## src/hw/kil_regs.svh

```systemverilog
// Register offsets, field positions and reset values of the keypad interrupt latch
`ifndef KIL_REGS_SVH
`define KIL_REGS_SVH
// ----------------------------------------------------------------------------
// Register indices and byte addresses (AXI4-Lite, one aligned word each)
// ----------------------------------------------------------------------------
`define KIL_IDX_STATUS_CONTROL 8'h1A
`define KIL_IDX_PIN_ENABLE 8'h1B
`define KIL_ADDR_STATUS_CONTROL 8'h68
`define KIL_ADDR_PIN_ENABLE 8'h6C
`define KIL_ADDR_IRQ_STATUS 8'h70
`define KIL_ADDR_IRQ_MASK 8'h74
// ----------------------------------------------------------------------------
// Status and control fields
// ----------------------------------------------------------------------------
`define KIL_BIT_PENDING 3
`define KIL_BIT_ACK 2
`define KIL_BIT_MASK 1
`define KIL_BIT_SENS 0
// ----------------------------------------------------------------------------
// Event status bits
// ----------------------------------------------------------------------------
`define KIL_EVT_LATCH 0
`define KIL_EVT_ACK_BLOCKED 1
`define KIL_EVT_WIDTH 2
// ----------------------------------------------------------------------------
// Reset values and bus answers
// ----------------------------------------------------------------------------
`define KIL_RST_BYTE 8'h00
`define KIL_RST_EVT 2'h0
`define KIL_RESP_OKAY 2'h0
`define KIL_RESP_SLVERR 2'h2
`endif

```

## src/hw/kil_pkg.sv

```systemverilog
// Types shared by the keypad interrupt latch modules
package kil_pkg;
  // --------------------------------------------------------------------------
  // Bus slave phases
  // --------------------------------------------------------------------------
  typedef enum logic [1:0] {
    KIL_BUS_IDLE = 2'b00,
    KIL_BUS_RESP = 2'b01
  } kil_bus_e;
  typedef logic [7:0] kil_byte_t;
endpackage : kil_pkg

```

## src/hw/kil_sync.sv

```systemverilog
// Two-stage synchroniser for the eight keypad pins
`timescale 1ns/1ps
module kil_sync
  import kil_pkg::*;
(
  input wire logic i_clk_sys,
  input wire logic i_rstn,
  input wire logic [7:0] i_pins,
  output logic [7:0] o_pins
);
  typedef struct packed {
    logic [7:0] stage1_ff; // Read only by stage two
    logic [7:0] stage2_ff; // Safe copy
  } kil_sync_s;
  kil_sync_s cur_ff;
  kil_sync_s nxt_cur;
  // ----------------------------------------------------------------------------
  // Next state
  // ----------------------------------------------------------------------------
  always_comb begin
    nxt_cur = cur_ff;
    nxt_cur.stage1_ff = i_pins;
    nxt_cur.stage2_ff = cur_ff.stage1_ff;
  end
  // Idle keys are pulled high, so reset to all ones
  always_ff @(posedge i_clk_sys or negedge i_rstn) begin
    if (!i_rstn) begin
      cur_ff <= {8'hFF, 8'hFF};
    end else begin
      cur_ff <= nxt_cur;
    end
  end
  assign o_pins = cur_ff.stage2_ff;
endmodule : kil_sync

```

## src/hw/kil_detect.sv

```systemverilog
// Keypad request latch: edge or edge-and-level detection and clearing
`timescale 1ns/1ps
module kil_detect
  import kil_pkg::*;
(
  input wire logic i_clk_sys,
  input wire logic i_rstn,
  input wire logic [7:0] i_pins,
  input wire logic [7:0] i_enable,
  input wire logic i_sens_level,
  input wire logic i_ack,
  output logic o_latch,
  output logic o_set_evt
);
  typedef struct packed {
    logic all_high_ff; // Enabled pins were all high last cycle
    logic latch_ff; // Pending request
    logic ack_seen_ff; // Acknowledge waiting for pins to rise
  } kil_det_s;
  kil_det_s cur_ff;
  kil_det_s nxt_cur;
  logic any_low;
  logic set_req;
  // ----------------------------------------------------------------------------
  // Latch update
  // ----------------------------------------------------------------------------
  always_comb begin
    nxt_cur = cur_ff;
    any_low = |(~i_pins & i_enable);
    // Low after all high; in edge mode a second low pin is ignored
    set_req = any_low && cur_ff.all_high_ff;
    nxt_cur.all_high_ff = !any_low;
    if (i_sens_level) begin
      // Both acknowledge and all pins high needed, either order
      if (i_ack && cur_ff.latch_ff) begin
        nxt_cur.ack_seen_ff = 1'b1;
      end
      if ((cur_ff.ack_seen_ff || i_ack) && !any_low) begin
        nxt_cur.latch_ff = 1'b0;
        nxt_cur.ack_seen_ff = 1'b0;
      end
    end else begin
      nxt_cur.ack_seen_ff = 1'b0;
      if (i_ack) begin
        nxt_cur.latch_ff = 1'b0;
      end
    end
    // New edge wins over a clear in the same cycle
    if (set_req) begin
      nxt_cur.latch_ff = 1'b1;
      nxt_cur.ack_seen_ff = 1'b0;
    end
  end
  // Pins assumed high after reset, so a key already held low fires when first seen
  always_ff @(posedge i_clk_sys or negedge i_rstn) begin
    if (!i_rstn) begin
      cur_ff <= {1'b1, 1'b0, 1'b0};
    end else begin
      cur_ff <= nxt_cur;
    end
  end
  assign o_latch = cur_ff.latch_ff;
  assign o_set_evt = set_req;
  // ----------------------------------------------------------------------------
  // Checks
  // ----------------------------------------------------------------------------
  a_edge_sets_latch: assert property (@(posedge i_clk_sys) disable iff (!i_rstn)
    set_req |=> cur_ff.latch_ff) else $error("Falling edge did not latch request");
  a_edge_mode_ack: assert property (@(posedge i_clk_sys) disable iff (!i_rstn)
    (!i_sens_level && i_ack && !set_req) |=> !cur_ff.latch_ff) else $error("Edge mode ack did not clear");
  a_level_holds_low: assert property (@(posedge i_clk_sys) disable iff (!i_rstn)
    (i_sens_level && cur_ff.latch_ff && any_low) |=> cur_ff.latch_ff) else $error("Level request dropped while low");
  c_level_clear: cover property (@(posedge i_clk_sys) disable iff (!i_rstn)
    i_sens_level && cur_ff.ack_seen_ff && !any_low);
endmodule : kil_detect

```

## src/hw/kil_top.sv

```systemverilog
// Keypad interrupt latch: AXI4-Lite registers, break protection and interrupt outputs
`timescale 1ns/1ps
`include "kil_regs.svh"
// Contract
// - Keeps running in stop; wakes when unmasked
// - Break clear only when clear enable set; vector fetch ack clears in break regardless
// - Break-time clear stays after break ends
// - Clear enable zero: break ack ignored
// - Control bits seven to four read zero
// - Pending flag read-only, shows latch
// - Ack write clears latch, reads zero
// - Mask one blocks CPU request
// - Sensitivity: one edge-level, zero edge
// - Eight pin enables, reset zero
// - Latch on low after all high
// - Level mode needs ack and pins high
// - Edge mode ack clears immediately
// - Pending flag ignores the mask
module kil_top
  import kil_pkg::*;
(
  input wire logic i_clk_sys,
  input wire logic i_rstn,
  input wire logic [7:0] i_port_a_pin,
  input wire logic i_break_state,
  input wire logic i_break_clear_enable,
  input wire logic i_vector_fetch_ack,
  input wire logic [7:0] i_awaddr,
  input wire logic i_awvalid,
  output logic o_awready,
  input wire logic [31:0] i_wdata,
  input wire logic [3:0] i_wstrb,
  input wire logic i_wvalid,
  output logic o_wready,
  output logic [1:0] o_bresp,
  output logic o_bvalid,
  input wire logic i_bready,
  input wire logic [7:0] i_araddr,
  input wire logic i_arvalid,
  output logic o_arready,
  output logic [31:0] o_rdata,
  output logic [1:0] o_rresp,
  output logic o_rvalid,
  input wire logic i_rready,
  output logic o_cpu_irq,
  output logic o_wakeup,
  output logic o_irq
);
  // ----------------------------------------------------------------------------
  // State
  // ----------------------------------------------------------------------------
  typedef struct packed {
    kil_byte_t pin_enable_ff; // Pin enable bits
    logic request_mask_ff; // Blocks CPU request
    logic sensitivity_select_ff; // Edge-and-level when set
    logic [`KIL_EVT_WIDTH-1:0] evt_status_ff; // Sticky events
    logic [`KIL_EVT_WIDTH-1:0] evt_mask_ff; // Event enables
    logic aw_held_ff; // Write address taken
    logic [7:0] aw_addr_ff;
    logic w_held_ff; // Write data taken
    logic [31:0] w_data_ff;
    logic [3:0] w_strb_ff;
    logic bvalid_ff;
    logic [1:0] bresp_ff;
    logic rvalid_ff;
    logic [31:0] rdata_ff;
    logic [1:0] rresp_ff;
    logic cpu_irq_ff;
    logic wakeup_ff;
    logic irq_ff;
    logic awready_ff; // Write address channel free
    logic wready_ff; // Write data channel free
    logic arready_ff; // Read channel free
  } kil_top_s;
  kil_top_s cur_ff;
  kil_top_s nxt_cur;
  logic [7:0] pins_sync; // Synchronised keypad pins
  logic latch; // Pending request
  logic set_evt; // Request newly latched
  logic ack_write; // Software acknowledge this cycle
  logic ack_allowed; // Acknowledge after break protection
  logic ack_pulse; // Acknowledge into the latch
  logic wr_fire; // Write completes this cycle
  logic [7:0] cur_aw;
  logic [31:0] cur_w;
  logic [3:0] cur_s;
  logic [1:0] wr_resp;
  // Byte lane zero update, used by the pin enable write
  function automatic logic [7:0] kil_lane0(input logic [7:0] old_v, input logic [31:0] data,
                                           input logic [3:0] strb);
    kil_lane0 = strb[0] ? data[7:0] : old_v;
  endfunction : kil_lane0
  // ----------------------------------------------------------------------------
  // Register map
  // ----------------------------------------------------------------------------
  // Byte address is four times the register index
  // Control word: pending, ack, mask, sensitivity
  // Pin enable word: one bit per keypad pin
  // Event status: sticky, write one to clear
  // Event mask: same layout as event status
  // Anything else answers with an error
  // Address decode shared by read and write paths
  function automatic logic kil_mapped(input logic [7:0] addr);
    kil_mapped = (addr == `KIL_ADDR_STATUS_CONTROL) || (addr == `KIL_ADDR_PIN_ENABLE) ||
                 (addr == `KIL_ADDR_IRQ_STATUS) || (addr == `KIL_ADDR_IRQ_MASK);
  endfunction : kil_mapped
  // ----------------------------------------------------------------------------
  // Submodules
  // ----------------------------------------------------------------------------
  kil_sync u_sync (
    .i_clk_sys(i_clk_sys),
    .i_rstn(i_rstn),
    .i_pins(i_port_a_pin),
    .o_pins(pins_sync)
  );
  // Runs on the bus clock with no stop gating, so stop mode leaves it active
  kil_detect u_detect (
    .i_clk_sys(i_clk_sys),
    .i_rstn(i_rstn),
    .i_pins(pins_sync),
    .i_enable(cur_ff.pin_enable_ff),
    .i_sens_level(cur_ff.sensitivity_select_ff),
    .i_ack(ack_pulse),
    .o_latch(latch),
    .o_set_evt(set_evt)
  );
  // ----------------------------------------------------------------------------
  // Write path pieces
  // ----------------------------------------------------------------------------
  always_comb begin
    cur_aw = cur_ff.aw_held_ff ? cur_ff.aw_addr_ff : i_awaddr;
    cur_w = cur_ff.w_held_ff ? cur_ff.w_data_ff : i_wdata;
    cur_s = cur_ff.w_held_ff ? cur_ff.w_strb_ff : i_wstrb;
    // Both halves present now or earlier, and no response outstanding
    wr_fire = (cur_ff.aw_held_ff || i_awvalid) && (cur_ff.w_held_ff || i_wvalid) && !cur_ff.bvalid_ff;
    wr_resp = kil_mapped(cur_aw) ? `KIL_RESP_OKAY : `KIL_RESP_SLVERR;
    ack_write = wr_fire && (cur_aw == `KIL_ADDR_STATUS_CONTROL) && cur_s[0] && cur_w[`KIL_BIT_ACK];
    // Break blocks the ack write unless clear enable is set; vector fetch ack is not gated
    ack_allowed = ack_write && (!i_break_state || i_break_clear_enable);
    // A clear taken in break is a plain latch clear; nothing restores it later
    ack_pulse = ack_allowed || i_vector_fetch_ack;
  end
  // ----------------------------------------------------------------------------
  // Next state
  // ----------------------------------------------------------------------------
  always_comb begin
    nxt_cur = cur_ff;
    // Address and data channels accepted independently
    if (!cur_ff.aw_held_ff && i_awvalid && !wr_fire) begin
      nxt_cur.aw_held_ff = 1'b1;
      nxt_cur.aw_addr_ff = i_awaddr;
    end
    if (!cur_ff.w_held_ff && i_wvalid && !wr_fire) begin
      nxt_cur.w_held_ff = 1'b1;
      nxt_cur.w_data_ff = i_wdata;
      nxt_cur.w_strb_ff = i_wstrb;
    end
    if (wr_fire) begin
      nxt_cur.aw_held_ff = 1'b0;
      nxt_cur.w_held_ff = 1'b0;
      nxt_cur.bvalid_ff = 1'b1;
      nxt_cur.bresp_ff = wr_resp;
      case (cur_aw)
        `KIL_ADDR_STATUS_CONTROL: begin
          nxt_cur.request_mask_ff = cur_s[0] ? cur_w[`KIL_BIT_MASK] : cur_ff.request_mask_ff;
          nxt_cur.sensitivity_select_ff = cur_s[0] ? cur_w[`KIL_BIT_SENS] : cur_ff.sensitivity_select_ff;
        end
        `KIL_ADDR_PIN_ENABLE: begin
          nxt_cur.pin_enable_ff = kil_lane0(cur_ff.pin_enable_ff, cur_w, cur_s);
        end
        `KIL_ADDR_IRQ_STATUS: begin
          // Write one to clear
          nxt_cur.evt_status_ff = cur_ff.evt_status_ff & ~(cur_s[0] ? cur_w[`KIL_EVT_WIDTH-1:0] : `KIL_RST_EVT);
        end
        `KIL_ADDR_IRQ_MASK: begin
          nxt_cur.evt_mask_ff = cur_s[0] ? cur_w[`KIL_EVT_WIDTH-1:0] : cur_ff.evt_mask_ff;
        end
        default: begin
          // Unmapped: error response only
        end
      endcase
    end
    if (cur_ff.bvalid_ff && i_bready) begin
      nxt_cur.bvalid_ff = 1'b0;
    end
    // Events set after the clear so a set in the same cycle wins
    if (set_evt) begin
      nxt_cur.evt_status_ff[`KIL_EVT_LATCH] = 1'b1;
    end
    if (ack_write && !ack_allowed) begin
      nxt_cur.evt_status_ff[`KIL_EVT_ACK_BLOCKED] = 1'b1;
    end
    // Read channel: one read at a time
    if (!cur_ff.rvalid_ff && i_arvalid) begin
      nxt_cur.rvalid_ff = 1'b1;
      nxt_cur.rresp_ff = kil_mapped(i_araddr) ? `KIL_RESP_OKAY : `KIL_RESP_SLVERR;
      case (i_araddr)
        `KIL_ADDR_STATUS_CONTROL: begin
          // Upper nibble zero, ack reads zero, pending ignores the mask
          nxt_cur.rdata_ff = {28'h0000000, latch, 1'b0, cur_ff.request_mask_ff,
                              cur_ff.sensitivity_select_ff};
        end
        `KIL_ADDR_PIN_ENABLE: nxt_cur.rdata_ff = {24'h000000, cur_ff.pin_enable_ff};
        `KIL_ADDR_IRQ_STATUS: nxt_cur.rdata_ff = {30'h00000000, cur_ff.evt_status_ff};
        `KIL_ADDR_IRQ_MASK: nxt_cur.rdata_ff = {30'h00000000, cur_ff.evt_mask_ff};
        default: nxt_cur.rdata_ff = 32'h00000000;
      endcase
    end else if (cur_ff.rvalid_ff && i_rready) begin
      nxt_cur.rvalid_ff = 1'b0;
    end
    // Ready taken from the next state, so each ready leaves a flop
    // Costs three flops, keeps the bus outputs glitch free
    nxt_cur.awready_ff = !nxt_cur.aw_held_ff && !nxt_cur.bvalid_ff;
    nxt_cur.wready_ff = !nxt_cur.w_held_ff && !nxt_cur.bvalid_ff;
    nxt_cur.arready_ff = !nxt_cur.rvalid_ff;
    // Outputs registered from the current latch; irq from the updated event status
    nxt_cur.cpu_irq_ff = latch && !cur_ff.request_mask_ff;
    nxt_cur.wakeup_ff = latch && !cur_ff.request_mask_ff;
    nxt_cur.irq_ff = |(nxt_cur.evt_status_ff & cur_ff.evt_mask_ff);
  end
  // ----------------------------------------------------------------------------
  // Registers
  // ----------------------------------------------------------------------------
  always_ff @(posedge i_clk_sys or negedge i_rstn) begin
    if (!i_rstn) begin
      cur_ff <= '0;
      // All channels free while in reset
      cur_ff.awready_ff <= 1'b1;
      cur_ff.wready_ff <= 1'b1;
      cur_ff.arready_ff <= 1'b1;
    end else begin
      cur_ff <= nxt_cur;
    end
  end
  // Ready is high whenever the channel is free; payload is latched on take
  assign o_awready = cur_ff.awready_ff;
  assign o_wready = cur_ff.wready_ff;
  assign o_arready = cur_ff.arready_ff;
  assign o_bvalid = cur_ff.bvalid_ff;
  assign o_bresp = cur_ff.bresp_ff;
  assign o_rvalid = cur_ff.rvalid_ff;
  assign o_rdata = cur_ff.rdata_ff;
  assign o_rresp = cur_ff.rresp_ff;
  assign o_cpu_irq = cur_ff.cpu_irq_ff;
  assign o_wakeup = cur_ff.wakeup_ff;
  assign o_irq = cur_ff.irq_ff;
  // ----------------------------------------------------------------------------
  // Checks
  // ----------------------------------------------------------------------------
  a_break_protects: assert property (@(posedge i_clk_sys) disable iff (!i_rstn)
    (ack_write && i_break_state && !i_break_clear_enable && !i_vector_fetch_ack) |-> !ack_pulse)
    else $error("Protected break ack reached latch");
  a_break_clear_ok: assert property (@(posedge i_clk_sys) disable iff (!i_rstn)
    (ack_write && i_break_state && i_break_clear_enable) |-> ack_pulse) else $error("Allowed break ack lost");
  a_break_stays_clr: assert property (@(posedge i_clk_sys) disable iff (!i_rstn)
    (!latch && $fell(i_break_state) && !set_evt) |=> !latch) else $error("Leaving break restored request");
  a_mask_blocks: assert property (@(posedge i_clk_sys) disable iff (!i_rstn)
    (cur_ff.request_mask_ff && $stable(cur_ff.request_mask_ff)) |=> !o_cpu_irq) else $error("Masked request reached CPU");
  a_unmasked_irq: assert property (@(posedge i_clk_sys) disable iff (!i_rstn)
    (latch && !cur_ff.request_mask_ff) |=> o_wakeup) else $error("Unmasked request gave no wakeup");
  a_read_upper_zero: assert property (@(posedge i_clk_sys) disable iff (!i_rstn)
    (o_arready && i_arvalid && i_araddr == `KIL_ADDR_STATUS_CONTROL) |=> o_rdata[7:4] == 4'h0 && !o_rdata[2])
    else $error("Control upper bits not zero");
  a_pending_reads: assert property (@(posedge i_clk_sys) disable iff (!i_rstn)
    (o_arready && i_arvalid && i_araddr == `KIL_ADDR_STATUS_CONTROL) |=> o_rdata[3] == $past(latch))
    else $error("Pending flag wrong");
  a_resp_held: assert property (@(posedge i_clk_sys) disable iff (!i_rstn)
    (o_bvalid && !i_bready) |=> o_bvalid && $stable(o_bresp)) else $error("Write response dropped");
  // ----------------------------------------------------------------------------
  // Event and bus checks
  // ----------------------------------------------------------------------------
  // A set and a clear together must leave the bit set
  a_evt_set_wins: assert property (@(posedge i_clk_sys) disable iff (!i_rstn)
    set_evt |=> cur_ff.evt_status_ff[`KIL_EVT_LATCH]) else $error("Latch event lost");
  a_blocked_evt: assert property (@(posedge i_clk_sys) disable iff (!i_rstn)
    (ack_write && !ack_allowed) |=> cur_ff.evt_status_ff[`KIL_EVT_ACK_BLOCKED]) else $error("Blocked ack not flagged");
  a_rd_held: assert property (@(posedge i_clk_sys) disable iff (!i_rstn)
    (o_rvalid && !i_rready) |=> o_rvalid && $stable(o_rdata)) else $error("Read data dropped");
  a_ready_after: assert property (@(posedge i_clk_sys) disable iff (!i_rstn)
    (o_bvalid && i_bready) |=> o_awready && o_wready) else $error("Write channels not freed");
  a_bresp_error: assert property (@(posedge i_clk_sys) disable iff (!i_rstn)
    (wr_fire && !kil_mapped(cur_aw)) |=> o_bresp == `KIL_RESP_SLVERR) else $error("Unmapped write not refused");
  // Only lane zero carries the enable bits
  a_pin_write: assert property (@(posedge i_clk_sys) disable iff (!i_rstn)
    (wr_fire && cur_aw == `KIL_ADDR_PIN_ENABLE && cur_s[0]) |=> cur_ff.pin_enable_ff == $past(cur_w[7:0]))
    else $error("Pin enable write lost");
  c_edge_latch: cover property (@(posedge i_clk_sys) disable iff (!i_rstn) set_evt);
  c_break_clear: cover property (@(posedge i_clk_sys) disable iff (!i_rstn) ack_allowed && i_break_state);
  c_break_block: cover property (@(posedge i_clk_sys) disable iff (!i_rstn) ack_write && !ack_allowed);
  c_cpu_irq: cover property (@(posedge i_clk_sys) disable iff (!i_rstn) o_cpu_irq);
endmodule : kil_top

```

## config.mk

```make
export PLATFORM = sky130hd
export DESIGN_NAME = kil_top
export DESIGN_NICKNAME = d
export VERILOG_FILES = /design/src/hw/kil_pkg.sv /design/src/hw/kil_sync.sv /design/src/hw/kil_detect.sv /design/src/hw/kil_top.sv
export VERILOG_INCLUDE_DIRS = /design/src /design/src/hw
export SDC_FILE = /design/constraint.sdc
export NUM_CORES = 1
export LEC_CHECK = 0
export BUFFER_PORTS_ARGS = -buffer_cell sky130_fd_sc_hd__buf_2
export CAP_MARGIN = 20
export CORE_ASPECT_RATIO = 0.9
export CORE_UTILIZATION = 53
export DETAILED_ROUTE_END_ITERATION = 8
export PLACE_DENSITY = 0.85
export SYNTH_ARGS = -nofsm -noshare
export SYNTH_HDL_FRONTEND = slang
export SYNTH_SLANG_ARGS = --single-unit
```

## constraint.sdc

```tcl
create_clock -name i_clk_sys -period 4.4 [get_ports i_clk_sys]
set_clock_uncertainty 0.1 [all_clocks]
set_input_delay 0.88 -clock i_clk_sys [delete_from_list [all_inputs] [get_ports i_clk_sys]]
set_output_delay 0.88 -clock i_clk_sys [all_outputs]
set_load 0.02 [all_outputs]
```

* After elaboration in Yosys (flattened, before gate mapping) *
Cells that the tools add are included.

word-level totals
  word-level logic and storage cells = 116
  register bits = 122
  output and inout bits = 44

operators by class
  equality and inequality tests = 10
  mux-type cells = 25
  reductions and logical operators = 51
  bitwise operators = 5

operators with widths
  operator            number
  $eq 8x7->1 const B  8
  $mux 37             1
  $pmux 8 s4          1
  $logic_and 1x1->1   20
  $mux 2              9
  $mux 8              2
  $logic_not 1->1     13
  $logic_or 1x1->1    11
  $mux 1              9
  $mux 9              1
  $reduce_and 3->1    3
  $and 8x8->8         1
  $not 8->8           1
  $reduce_or 8->1     1
  $mux 5              1
  $and 2x2->2         2
  $ne 4x1->1 const B  1
  $mux 3              1
  $ne 3x1->1 const B  1
  $reduce_bool 3->1   1
  $not 2->2           1
  $reduce_and 2->1    1
  $reduce_or 2->1     1

* Depth between registers and ports, before layout *
Gate-level depths: netlist of run 1.

  depth in word-level cells = 13
  gate-level depth with buffers = 7
  mapped depth without buffers = 5

* Cells and area by module *
A second synthesis of run 1 with hierarchy kept.

second synthesis, totals
  cells, all modules = 256
  area, all modules = 3279.4 um^2

by module, submodules not included
  module      area an instance (um^2)  cells each  times used
  kil_top     2553.7                   208         1
  kil_sync    480.5                    24          1
  kil_detect  245.2                    24          1

* Worst setup path before layout of run 1 *
No wires, ideal clock.

  path kind = input-to-reg
  start = input i_wvalid
  end = register cur_ff (netlist bit o_irq)
  arrival time = 2.030 ns
  stages on the path = 5
  library setup time = 0.121 ns
  path slack = 2.149 ns
  required time = 4.179 ns
  cells stage by stage = o21bai_1 > or4b_4 > nand4b_4 > o2bb2ai_2 > a22o_1

RTL lines
  element               line            text
  start, declared       kil_top.sv:33   input wire logic i_wvalid,
  end signal, assigned  kil_top.sv:232  cur_ff <= nxt_cur;
  end, declared         kil_top.sv:75   kil_top_s cur_ff;

* Final worst setup path of run 1 *
  start = register cur_ff[80] (netlist name)
  end = register cur_ff[102] (netlist name)

on the way
  word-level cells in the longest chain between the ends = 4

RTL lines
  element                          line            text
  $logic_or 1x1->1                 kil_top.sv:135  wr_fire = (cur_ff.aw_held_ff || i_awvalid) && (cur_ff.w_held_ff || i_wvalid) && !cur_ff.bvalid_ff;
  $logic_and 1x1->1 (2 in series)  kil_top.sv:135
  $reduce_and 3->1 (no line)       --

Parallel ways exist; a longest one is shown, timed or not.
A chain may end at the register's enable or synchronous reset.

==> metrics.md, run 1 <==
| Metric | Value |
|---|---|
| Min-Delay Path Depth | 0 |
| Worst EP arrival | 2.60 ns |
| Post-synthesis cell count | 252 |
| Worst Path Required | 4.51 ns |
| Endpoints failing setup | 0 |
| Initial antenna violation count | 0 |
| Area of the die | 6240 um2 |
| RSZ-0062 raised after global routing | no |
| Final Net Count | 376 |
| R2R cell count | 5 |
| Via density | 5.17 |
| Critical path, cell by cell | o21bai_1, nor2_1, nand4_1, nand2_1, o21ai_1 |
| NetSw | 0.591 mW |
| Synthesized flop and latch total | 69 |
| Diodes inserted | 0 |
| PwrDens | 529 nW/um2 |
| Combinational group share of total power | 23.4% |
| Peak VDD IR | 293 uV |
| Cell variety after synth | 44 |
| Synth Cell Area | 3140 um2 |
| Hold_buf cts | 0 |
| Clk Latency, worst-skew pair | 0.34 ns |
| Die X | 83.2 um |
| F_max | 402 MHz |
| Mean post-synth cell area | 12.5 um2 |
| Slowest CP cell | dfrtp_1 |
| Ys Warns | 0 |
| Drt first-iter violations | 93 |
| Initial Util | 55.2% |
| Async S/R FF share, synth | 100% |
| Register area share after synthesis | 55.8% |
| Vias | 1,969 |
| Flop2flop setup slack | 1.91 ns |
| First drt pass iteration count | 4 |
| Setup CP Type | register to register |
| Drt drc | 0 |
| Share of cells above drive strength 1 | 37.6% |
| Core region area | 5690 um2 |
| Crit. End Element | register |
| Sequential share of power | 47.4% |
| Clock share of power | 29.2% |
| Post-CTS Resized | 0 |
| H-tree depth | 3 |
| First-pass GRT wire length | 9110 um |
| Crit-path max FO | 16 |
| Post-synth top cells | dfrtp_1, buf_4, dfstp_2 |
| Placer Congestion | 0.774 |
| Most common cell in the netlist | dfrtp_1 |
| Leakage | 1.71 nW |
| Post-route ant nets | 0 |
| Int Pwr | 1.28 mW |
| Remaining global-route overflow | 0 |
| Root buf cell | clkbuf_8 |
| Top_reg_cell synth | dfrtp_1 |
| Slew @ Worst Pin | 0.937 ns |
| Final critical-path share of the clock period | 56.6% |
| Area growth syn-to-layout | 12.5% |
| Post-CTS setup buffer count | 0 |
| I/O pin cnt | 114 |
| I/O Buffers | 60 |
| Max-slew violations | 0 |
| # fillers | 447 |
| Die height | 75.0 um |
| Total routed wirelength | 5540 um |
| Setup_tns | 0 ns |
| Cell accounting for the most synthesized area | dfrtp_1 |
| DP HPWL | 4010 um |
| Clk sinks | 69 |
| Synth area leaders | dfrtp_1, dfstp_2, buf_4, mux2_1, mux2_2 |
| Max Cap Violations | 0 |
| Maximum number of buffers from clock root to sink | 2 |
| Worst Hold Launch | u_sync.cur_ff[9]$_DFF_PN1_ |
| Max_slew headroom | 37.6% |
| Routed len/inst | 14.5 um |
| Minimum clock period | 2.49 ns |
| Min-Delay Path Class | register to register |
| Worst R2R Start | cur_ff[80]$_DFF_PN0_ |
| Min-Delay Endpoint | u_sync.o_pins[1]$_DFF_PN1_ |
| Largest net degree at the start of global routing | 45 |
| Num rows | 26 |
| CTS Buf Count | 9 |
| Crit path largest cell delay | 0.69 ns |
| CTS tree | built |
| Total power | 1.87 mW |
| Clk slew on worst S/H paths | 0.08 ns |
| Count of flip-flops with a built-in enable after synthesis | 0 |
| GRT Overall Usage | 19.4% |
| Setup crit start kind | register |
| Multi-input gate area | 1130 um2 |
| FF/Latch Area | 1750 um2 |
| Vias in the first global route | 1,913 |
| Worst R2R End | cur_ff[102]$_DFFE_PN0P_ |
| Sw frac | 31.6% |
| Top-area cell type share of the netlist area | 39.0% |
| Final Hold Fails | 0 |
| Outcome | finished, final reports clean |
## stage by stage
stage / cells / area [um2] / hold slack [ns] / util [%] / setup slack [ns]
2_1_floorplan: 277 / 3240 / 0.245 / - / 2.15
3_3_place_gp: 365 / 3320 / 0.246 / 58.3 / 1.68
3_5_place_dp: 365 / 3320 / 0.247 / 58.3 / 1.66
4_1_cts: 381 / 3540 / 0.253 / 62.1 / 1.96
5_1_grt: 381 / 3540 / 0.261 / 62.1 / 1.60
6_report: 381 / 3540 / 0.249 / 62.1 / 1.91
## kinds of logic after synthesis
group           share of synthesized area (%)
flops                                    55.8
other cells                             0.119
mux                                      12.1
simple gates                             11.9
buf+inv                                  11.2
compound gates                           8.84
## how the worst max path moves through the flow
stage | depth (start not counted) | slack, ns | start | endpoint
4_1_cts | 5 | 1.96 | cur_ff[80]$_DFF_PN0_ | cur_ff[98]$_DFFE_PN0P_
3_3_place_gp | 6 | 1.68 | i_awaddr[0] | cur_ff[98]$_DFFE_PN0P_
6_report | 5 | 1.91 | cur_ff[80]$_DFF_PN0_ | cur_ff[102]$_DFFE_PN0P_
3_5_place_dp | 6 | 1.66 | i_wvalid | cur_ff[98]$_DFFE_PN0P_
5_1_grt | 5 | 1.60 | cur_ff[80]$_DFF_PN0_ | cur_ff[99]$_DFFE_PN0P_
2_1_floorplan | 5 | 2.15 | i_wvalid | o_irq$_DFF_PN0_
## cells in the final DEF (no fill, tap or decap), drive strengths merged, types with 10 or more instances in the layout
master  netlist  routed
buf          40      61
dfrtp        49      49
conb          1      26
mux2         25      25
dfstp        20      20
nor2         14      14
inv          11      14
nand2        12      12
mux2i        10      10
clkbuf        3      10
## state kept, by name, indices dropped and copies added (netlist names), 2 cells and up
signal           cells
cur_ff              33
o_rdata              8
u_detect.cur_ff      2
u_sync.cur_ff        8
u_sync.o_pins        8
## power by group through the flow
stage | Combinational, mW | Clock [mW] | Sequential [mW]
2_1_floorplan | 0.369 | 0 | 0.867
3_3_place_gp | 0.420 | 0 | 0.886
3_5_place_dp | 0.436 | 0 | 0.895
4_1_cts | 0.441 | 0.558 | 0.885
5_1_grt | 0.479 | 0.584 | 0.905
6_report | 0.438 | 0.547 | 0.886
## worst max-delay path, delay by kind of cell (launching register included)
| kind | cells | cell delay, ns |
|---|---|---|
| AO/OA/AOI/OAI | 2 | 0.27 |
| AND/OR/NAND/NOR | 3 | 1.29 |
| flip-flops | 1 | 0.69 |
## area by class of cell
cell class                      count  area share (%)
Clock buffer                       10            4.21
Clock inverter                      6            1.88
Inverter                           11            1.17
Multi-Input combinational cell    154            32.0
Sequential cell                    69            49.5
Tap cell                           70            2.48
Timing Repair Buffer               61            8.70
## layer usage
| metal | share of wire, % | track usage [%] |
|---|---|---|
| met3 | 5.0 | 3.95 |
| met5 | 0 | 0 |
| met2 | 49 | 31.3 |
| met4 | 2.2 | 11.9 |
| met1 | 44 | 24.9 |
Note: power is estimated with default switching activity, not from simulation.
==> inputs of run 2 (changes only) <==
- CORE_UTILIZATION: 53 -> 49
- PLACE_DENSITY: 0.85 -> 0.79
- clock period: 4.4 -> 2.6 ns (I/O delays scaled with it)
==> metrics.md, run 2 (synthesized netlist as in run 1, its figures left out) <==
| Metric | Value |
|---|---|
| Outcome | finished, final reports clean (unchanged) |
| Clk Latency, worst-skew pair | 0.35 ns (was 0.34 ns) |
| Final Net Count | 379 (was 376) |
| I/O Buffers | 60 (unchanged) |
| Setup_tns | 0 ns (unchanged) |
| Die X | 86.4 um (was 83.2 um) |
| Critical path, cell by cell | mux2i_1, or4b_4, nand4b_4, o2bb2ai_2, a22o_1 (was o21bai_1, nor2_1, nand4_1, nand2_1, o21ai_1) |
| Worst Path Required | 2.73 ns (was 4.51 ns) |
| Multi-input gate area | 1130 um2 (unchanged) |
| Most common cell after layout, fill and taps aside | buf_2 (unchanged) |
| Vias in the first global route | 1,963 (was 1,913) |
| Slowest CP cell | dfrtp_1 (unchanged) |
| Max Cap Violations | 0 (unchanged) |
| Max FFs per register | 33 (unchanged) |
| # fillers | 520 (was 447) |
| Share of cells above drive strength 1 | 38.2% (was 37.6%) |
| Worst EP arrival | 2.26 ns (was 2.60 ns) |
| Post-CTS setup buffer count | 0 (unchanged) |
| Drt first-iter violations | 71 (was 93) |
| Clk sinks | 69 (unchanged) |
| Fin util | 57.7% (was 62.1%) |
| RSZ-0062 raised after global routing | no (unchanged) |
| Area of the die | 6740 um2 (was 6240 um2) |
| Post-route ant nets | 0 (unchanged) |
| F_max | 471 MHz (was 402 MHz) |
| Vias | 1,957 (was 1,969) |
| Peak VDD IR | 448 uV (was 293 uV) |
| H-tree depth | 3 (unchanged) |
| First drt pass iteration count | 4 (unchanged) |
| Max-slew violations | 0 (unchanged) |
| Largest net degree at the start of global routing | 44 (was 45) |
| Slew @ Worst Pin | 0.621 ns (was 0.937 ns) |
| I/O pin cnt | 114 (unchanged) |
| Core region area | 6150 um2 (was 5690 um2) |
| Placer Congestion | 0.741 (was 0.774) |
| GRT Overall Usage | 18.4% (was 19.4%) |
| Hold_buf cts | 0 (unchanged) |
| CTS tree | built (unchanged) |
| Initial antenna violation count | 0 (unchanged) |
| Crit. End Element | register (unchanged) |
| Largest Register | cur_ff (unchanged) |
| Via density | 4.88 (was 5.17) |
| Final WS setup | 0.475 ns (was 1.91 ns) |
| Initial Util | 51.1% (was 55.2%) |
| Final critical-path share of the clock period | 81.7% (was 56.6%) |
| Die height | 78.0 um (was 75.0 um) |
| Post-Place Cells | 385 (was 365) |
| First-pass GRT wire length | 9220 um (was 9110 um) |
| FF/Latch Area | 1750 um2 (unchanged) |
| Commonest non-fill, non-tap cells in the layout | buf_2, dfrtp_1, conb_1, dfstp_2 (unchanged) |
| Setup CP Type | register to register (unchanged) |
| Maximum number of buffers from clock root to sink | 2 (unchanged) |
| Final Hold Fails | 0 (unchanged) |
| Endpoints failing setup | 0 (unchanged) |
| Routed len/inst | 13.4 um (was 14.5 um) |
| WHS | 0.0893 ns (was 0.249 ns) |
| Clk slew on worst S/H paths | 0.08 ns (about the same) |
| Drt drc | 0 (unchanged) |
| DP HPWL | 4050 um (was 4010 um) |
| Root buf cell | clkbuf_8 (unchanged) |
| Minimum clock period | 2.13 ns (was 2.49 ns) |
| Num rows | 27 (was 26) |
| Crit-path max FO | 9 (was 16) |
| Final non-filler cell total | 401 (was 381) |
| Diodes inserted | 0 (unchanged) |
| Total routed wirelength | 5390 um (was 5540 um) |
| Min-Delay Path Class | input port to async pin (was register to register) |
| Remaining global-route overflow | 0 (unchanged) |
| CTS Buf Count | 9 (unchanged) |
| Crit path largest cell delay | 0.54 ns (was 0.69 ns) |
| Pre-CTS setup slack | 0.414 ns (was 1.66 ns) |
| Post-CTS Resized | 0 (unchanged) |
| Leakage | 1.71 nW (about the same) |
| Setup crit start kind | register (unchanged) |
| PwrDens | 852 nW/um2 (was 529 nW/um2) |
| Area growth syn-to-layout | 13.0% (was 12.5%) |
| Max_slew headroom | 58.6% (was 37.6%) |
## run 2: final cells by class
class,count,share of cell area [%]
Sequential cell,69,49.3
Multi-Input combinational cell,154,31.9
Timing Repair Buffer,64,9.66
Clock buffer,9,3.49
Tap cell,87,3.07
Clock inverter,7,1.37
Inverter,11,1.16
## run 2: critical path, delay by kind of cell, from the launching register on
family	cells	cell delay, ns
AO/OA/AOI/OAI	2	0.40
AND/OR/NAND/NOR	2	0.70
multiplexers	1	0.28
flip-flops	1	0.54
## run 2: final timing paths
kind / from / end / slack [ns] / cells past startpoint
setup / recovery: cur_ff[89]$_DFF_PN0_ / o_irq$_DFF_PN0_ / 0.47 / 5
hold / removal: i_rstn / cur_ff[83]$_DFFE_PN0P_ / 0.09 / 1
setup reg to reg: cur_ff[89]$_DFF_PN0_ / o_irq$_DFF_PN0_ / 0.47 / 5
hold reg to reg: u_sync.cur_ff[9]$_DFF_PN1_ / u_sync.o_pins[1]$_DFF_PN1_ / 0.25 / 0
max in group asynchronous: i_rstn / u_detect.cur_ff[2]$_DFF_PN1_ / 1.61 / 2
min in group i_clk_sys: i_port_a_pin[4] / u_sync.cur_ff[12]$_DFF_PN1_ / 0.17 / 1
## run 2: power breakdown
group / total [mW] / leakage, nW / switching, mW / internal (mW)
registers: 1.48 / 0.818 / 0.164 / 1.32
logic: 0.771 / 0.800 / 0.407 / 0.364
clock network: 0.770 / 0.0942 / 0.420 / 0.350
## run 2: per-layer routing
layer | wire length (um) | GRT usage, % | vias to the layer above
met2 | 2540 | 28.5 | 65
met1 | 2460 | 23.9 | 947
met4 | 120 | 8.83 | 0
li1 | - | - | 935
met3 | 275 | 5.00 | 10
met5 | 0 | 0 | -
## run 2: stage by stage
stage          total power [mW]  area (um2)
2_1_floorplan              2.09        3240
3_3_place_gp               2.24        3380
3_5_place_dp               2.28        3380
4_1_cts                    3.06        3550
5_1_grt                    3.21        3550
6_report                   3.02        3550
==> inputs of run 3 (changes only) <==
- clock period: 2.6 -> 2.2 ns (I/O delays scaled with it)
==> metrics.md, run 3 (synthesized netlist as in run 1, its figures left out) <==
| Metric | Value |
|---|---|
| Max Cap Violations | 0 (unchanged) |
| Initial antenna violation count | 0 (unchanged) |
| Leakage | 1.75 nW (was 1.71 nW) |
| PwrDens | 1040 nW/um2 (was 852 nW/um2) |
| Core region area | 6150 um2 (unchanged) |
| First drt pass iteration count | 4 (unchanged) |
| Combinational group share of total power | 25.4% (was 25.5%) |
| I/O pin cnt | 114 (unchanged) |
| Final WS setup | 0.224 ns (was 0.475 ns) |
| Vias | 1,927 (was 1,957) |
| Drt drc | 0 (unchanged) |
| NetSw | 1.18 mW (was 0.992 mW) |
| Post-Place Cells | 388 (was 385) |
| Vias in the first global route | 1,940 (was 1,963) |
| CTS Buf Count | 9 (unchanged) |
| Diodes inserted | 0 (unchanged) |
| Most common cell after layout, fill and taps aside | buf_2 (unchanged) |
| Die height | 78.0 um (unchanged) |
| Crit. End Element | register (unchanged) |
| Sequential share of power | 45.5% (was 49.0%) |
| Final critical-path share of the clock period | 89.8% (was 81.7%) |
| Final non-filler cell total | 405 (was 401) |
| Num rows | 27 (unchanged) |
| Area of the die | 6740 um2 (unchanged) |
| Largest Register | cur_ff (unchanged) |
| Commonest non-fill, non-tap cells in the layout | buf_2, dfrtp_1, conb_1, dfstp_2 (unchanged) |
| Post-route ant nets | 0 (unchanged) |
| Crit-path max FO | 5 (was 9) |
| Int Pwr | 2.60 mW (was 2.03 mW) |
| Fin util | 59.2% (was 57.7%) |
| Peak VDD IR | 500 uV (was 448 uV) |
| Largest net degree at the start of global routing | 26 (was 44) |
| First-pass GRT wire length | 8910 um (was 9220 um) |
| Setup_tns | 0 ns (unchanged) |
| Multi-input gate area | 1130 um2 (unchanged) |
| Initial Util | 51.1% (unchanged) |
| RSZ-0062 raised after global routing | no (unchanged) |
| Setup CP Type | register to register (unchanged) |
| CTS tree | built (unchanged) |
| Routed len/inst | 13.3 um (was 13.4 um) |
| Max-slew violations | 0 (unchanged) |
| Clk slew on worst S/H paths | 0.08 ns (about the same) |
| Slew @ Worst Pin | 0.579 ns (was 0.621 ns) |
| # fillers | 506 (was 520) |
| Die X | 86.4 um (unchanged) |
| Final Net Count | 383 (was 379) |
| FF/Latch Area | 1750 um2 (unchanged) |
| Final Hold Fails | 0 (unchanged) |
| Worst Path Required | 2.33 ns (was 2.73 ns) |
| Pre-CTS setup slack | 0.131 ns (was 0.414 ns) |
| Max FFs per register | 33 (unchanged) |
| Outcome | finished, final reports clean (unchanged) |
| Drt first-iter violations | 61 (was 71) |
| Root buf cell | clkbuf_8 (unchanged) |
| Placer Congestion | 0.741 (about the same) |
| Endpoints failing setup | 0 (unchanged) |
| H-tree depth | 3 (unchanged) |
| Maximum number of buffers from clock root to sink | 2 (unchanged) |
| I/O Buffers | 60 (unchanged) |
| Worst EP arrival | 2.11 ns (was 2.26 ns) |
| Total routed wirelength | 5370 um (was 5390 um) |
| Minimum clock period | 1.98 ns (was 2.13 ns) |
| Clk Latency, worst-skew pair | 0.35 ns (about the same) |
| Remaining global-route overflow | 0 (unchanged) |
| Clock share of power | 29.1% (was 25.5%) |
| Area growth syn-to-layout | 15.9% (was 13.0%) |
| Share of cells above drive strength 1 | 38.7% (was 38.2%) |
| Max_slew headroom | 61.4% (was 58.6%) |
| Min-Delay Path Class | input port to register (was input port to async pin) |
| Clk sinks | 69 (unchanged) |
| F_max | 506 MHz (was 471 MHz) |
| Setup crit start kind | register (unchanged) |
| Sw frac | 31.1% (was 32.8%) |
| Via density | 4.76 (was 4.88) |
| GRT Overall Usage | 17.8% (was 18.4%) |
| DP HPWL | 3900 um (was 4050 um) |
[run 3: layout make-up]
| class | count | area share [%] |
|---|---|---|
| repair buffers | 68 | 10.7 |
| well taps | 87 | 2.99 |
| clock inverters | 6 | 1.92 |
| flip-flops and latches | 69 | 48.1 |
| multi-input cells | 154 | 31.1 |
| inverters | 11 | 1.13 |
| clock buffers | 10 | 4.09 |
[run 3: timing repair]
item	4_1_cts	5_1_grt
hold buffers	1	0
resized for setup	0	0
hold endpoints to repair	13	0
setup buffers	0	0
[run 3: per-layer routing]
layer	GRT usage [%]	vias to the layer above	wire (um)
li1	-	939	-
met1	23.2	911	2530
met2	27.0	68	2420
met3	4.47	9	292
met4	10.5	0	123
met5	0	-	0
[run 3: worst paths after layout]
check	start	to	slack, ns	cells past startpoint
min in group asynchronous	i_rstn	cur_ff[83]$_DFFE_PN0P_	0.52	2
setup reg to reg	cur_ff[89]$_DFF_PN0_	o_irq$_DFF_PN0_	0.22	5
setup / recovery	cur_ff[89]$_DFF_PN0_	o_irq$_DFF_PN0_	0.22	5
hold reg to reg	u_sync.cur_ff[14]$_DFF_PN1_	u_sync.o_pins[6]$_DFF_PN1_	0.26	0
max in group asynchronous	i_rstn	u_detect.cur_ff[2]$_DFF_PN1_	0.87	3
hold / removal	i_port_a_pin[3]	u_sync.cur_ff[11]$_DFF_PN1_	0.08	1
[run 3: through the flow]
stage	hold slack (ns)	total power [mW]	instance area (um2)
floorplan	0.0444	2.47	3240
global placement	0.246	2.67	3410
detailed placement	0.247	2.71	3410
CTS	0.0618	3.82	3640
global route	0.0603	3.99	3640
finish	0.0804	3.78	3640
[run 3: critical path: stages, from the launching register on]
cell and delay [ns]:
dfrtp_1 0.43, mux2i_1 0.26, or4b_4 0.51, nand4b_4 0.18, o2bb2ai_2 0.14, a22o_1 0.24
[run 3: power by group through the flow]
stage | sequential (mW) | combinational [mW] | clock, mW
floorplan | 1.73 | 0.739 | 0
global placement | 1.73 | 0.940 | 0
detailed placement | 1.74 | 0.968 | 0
CTS | 1.72 | 0.973 | 1.12
global route | 1.75 | 1.06 | 1.18
finish | 1.72 | 0.962 | 1.10
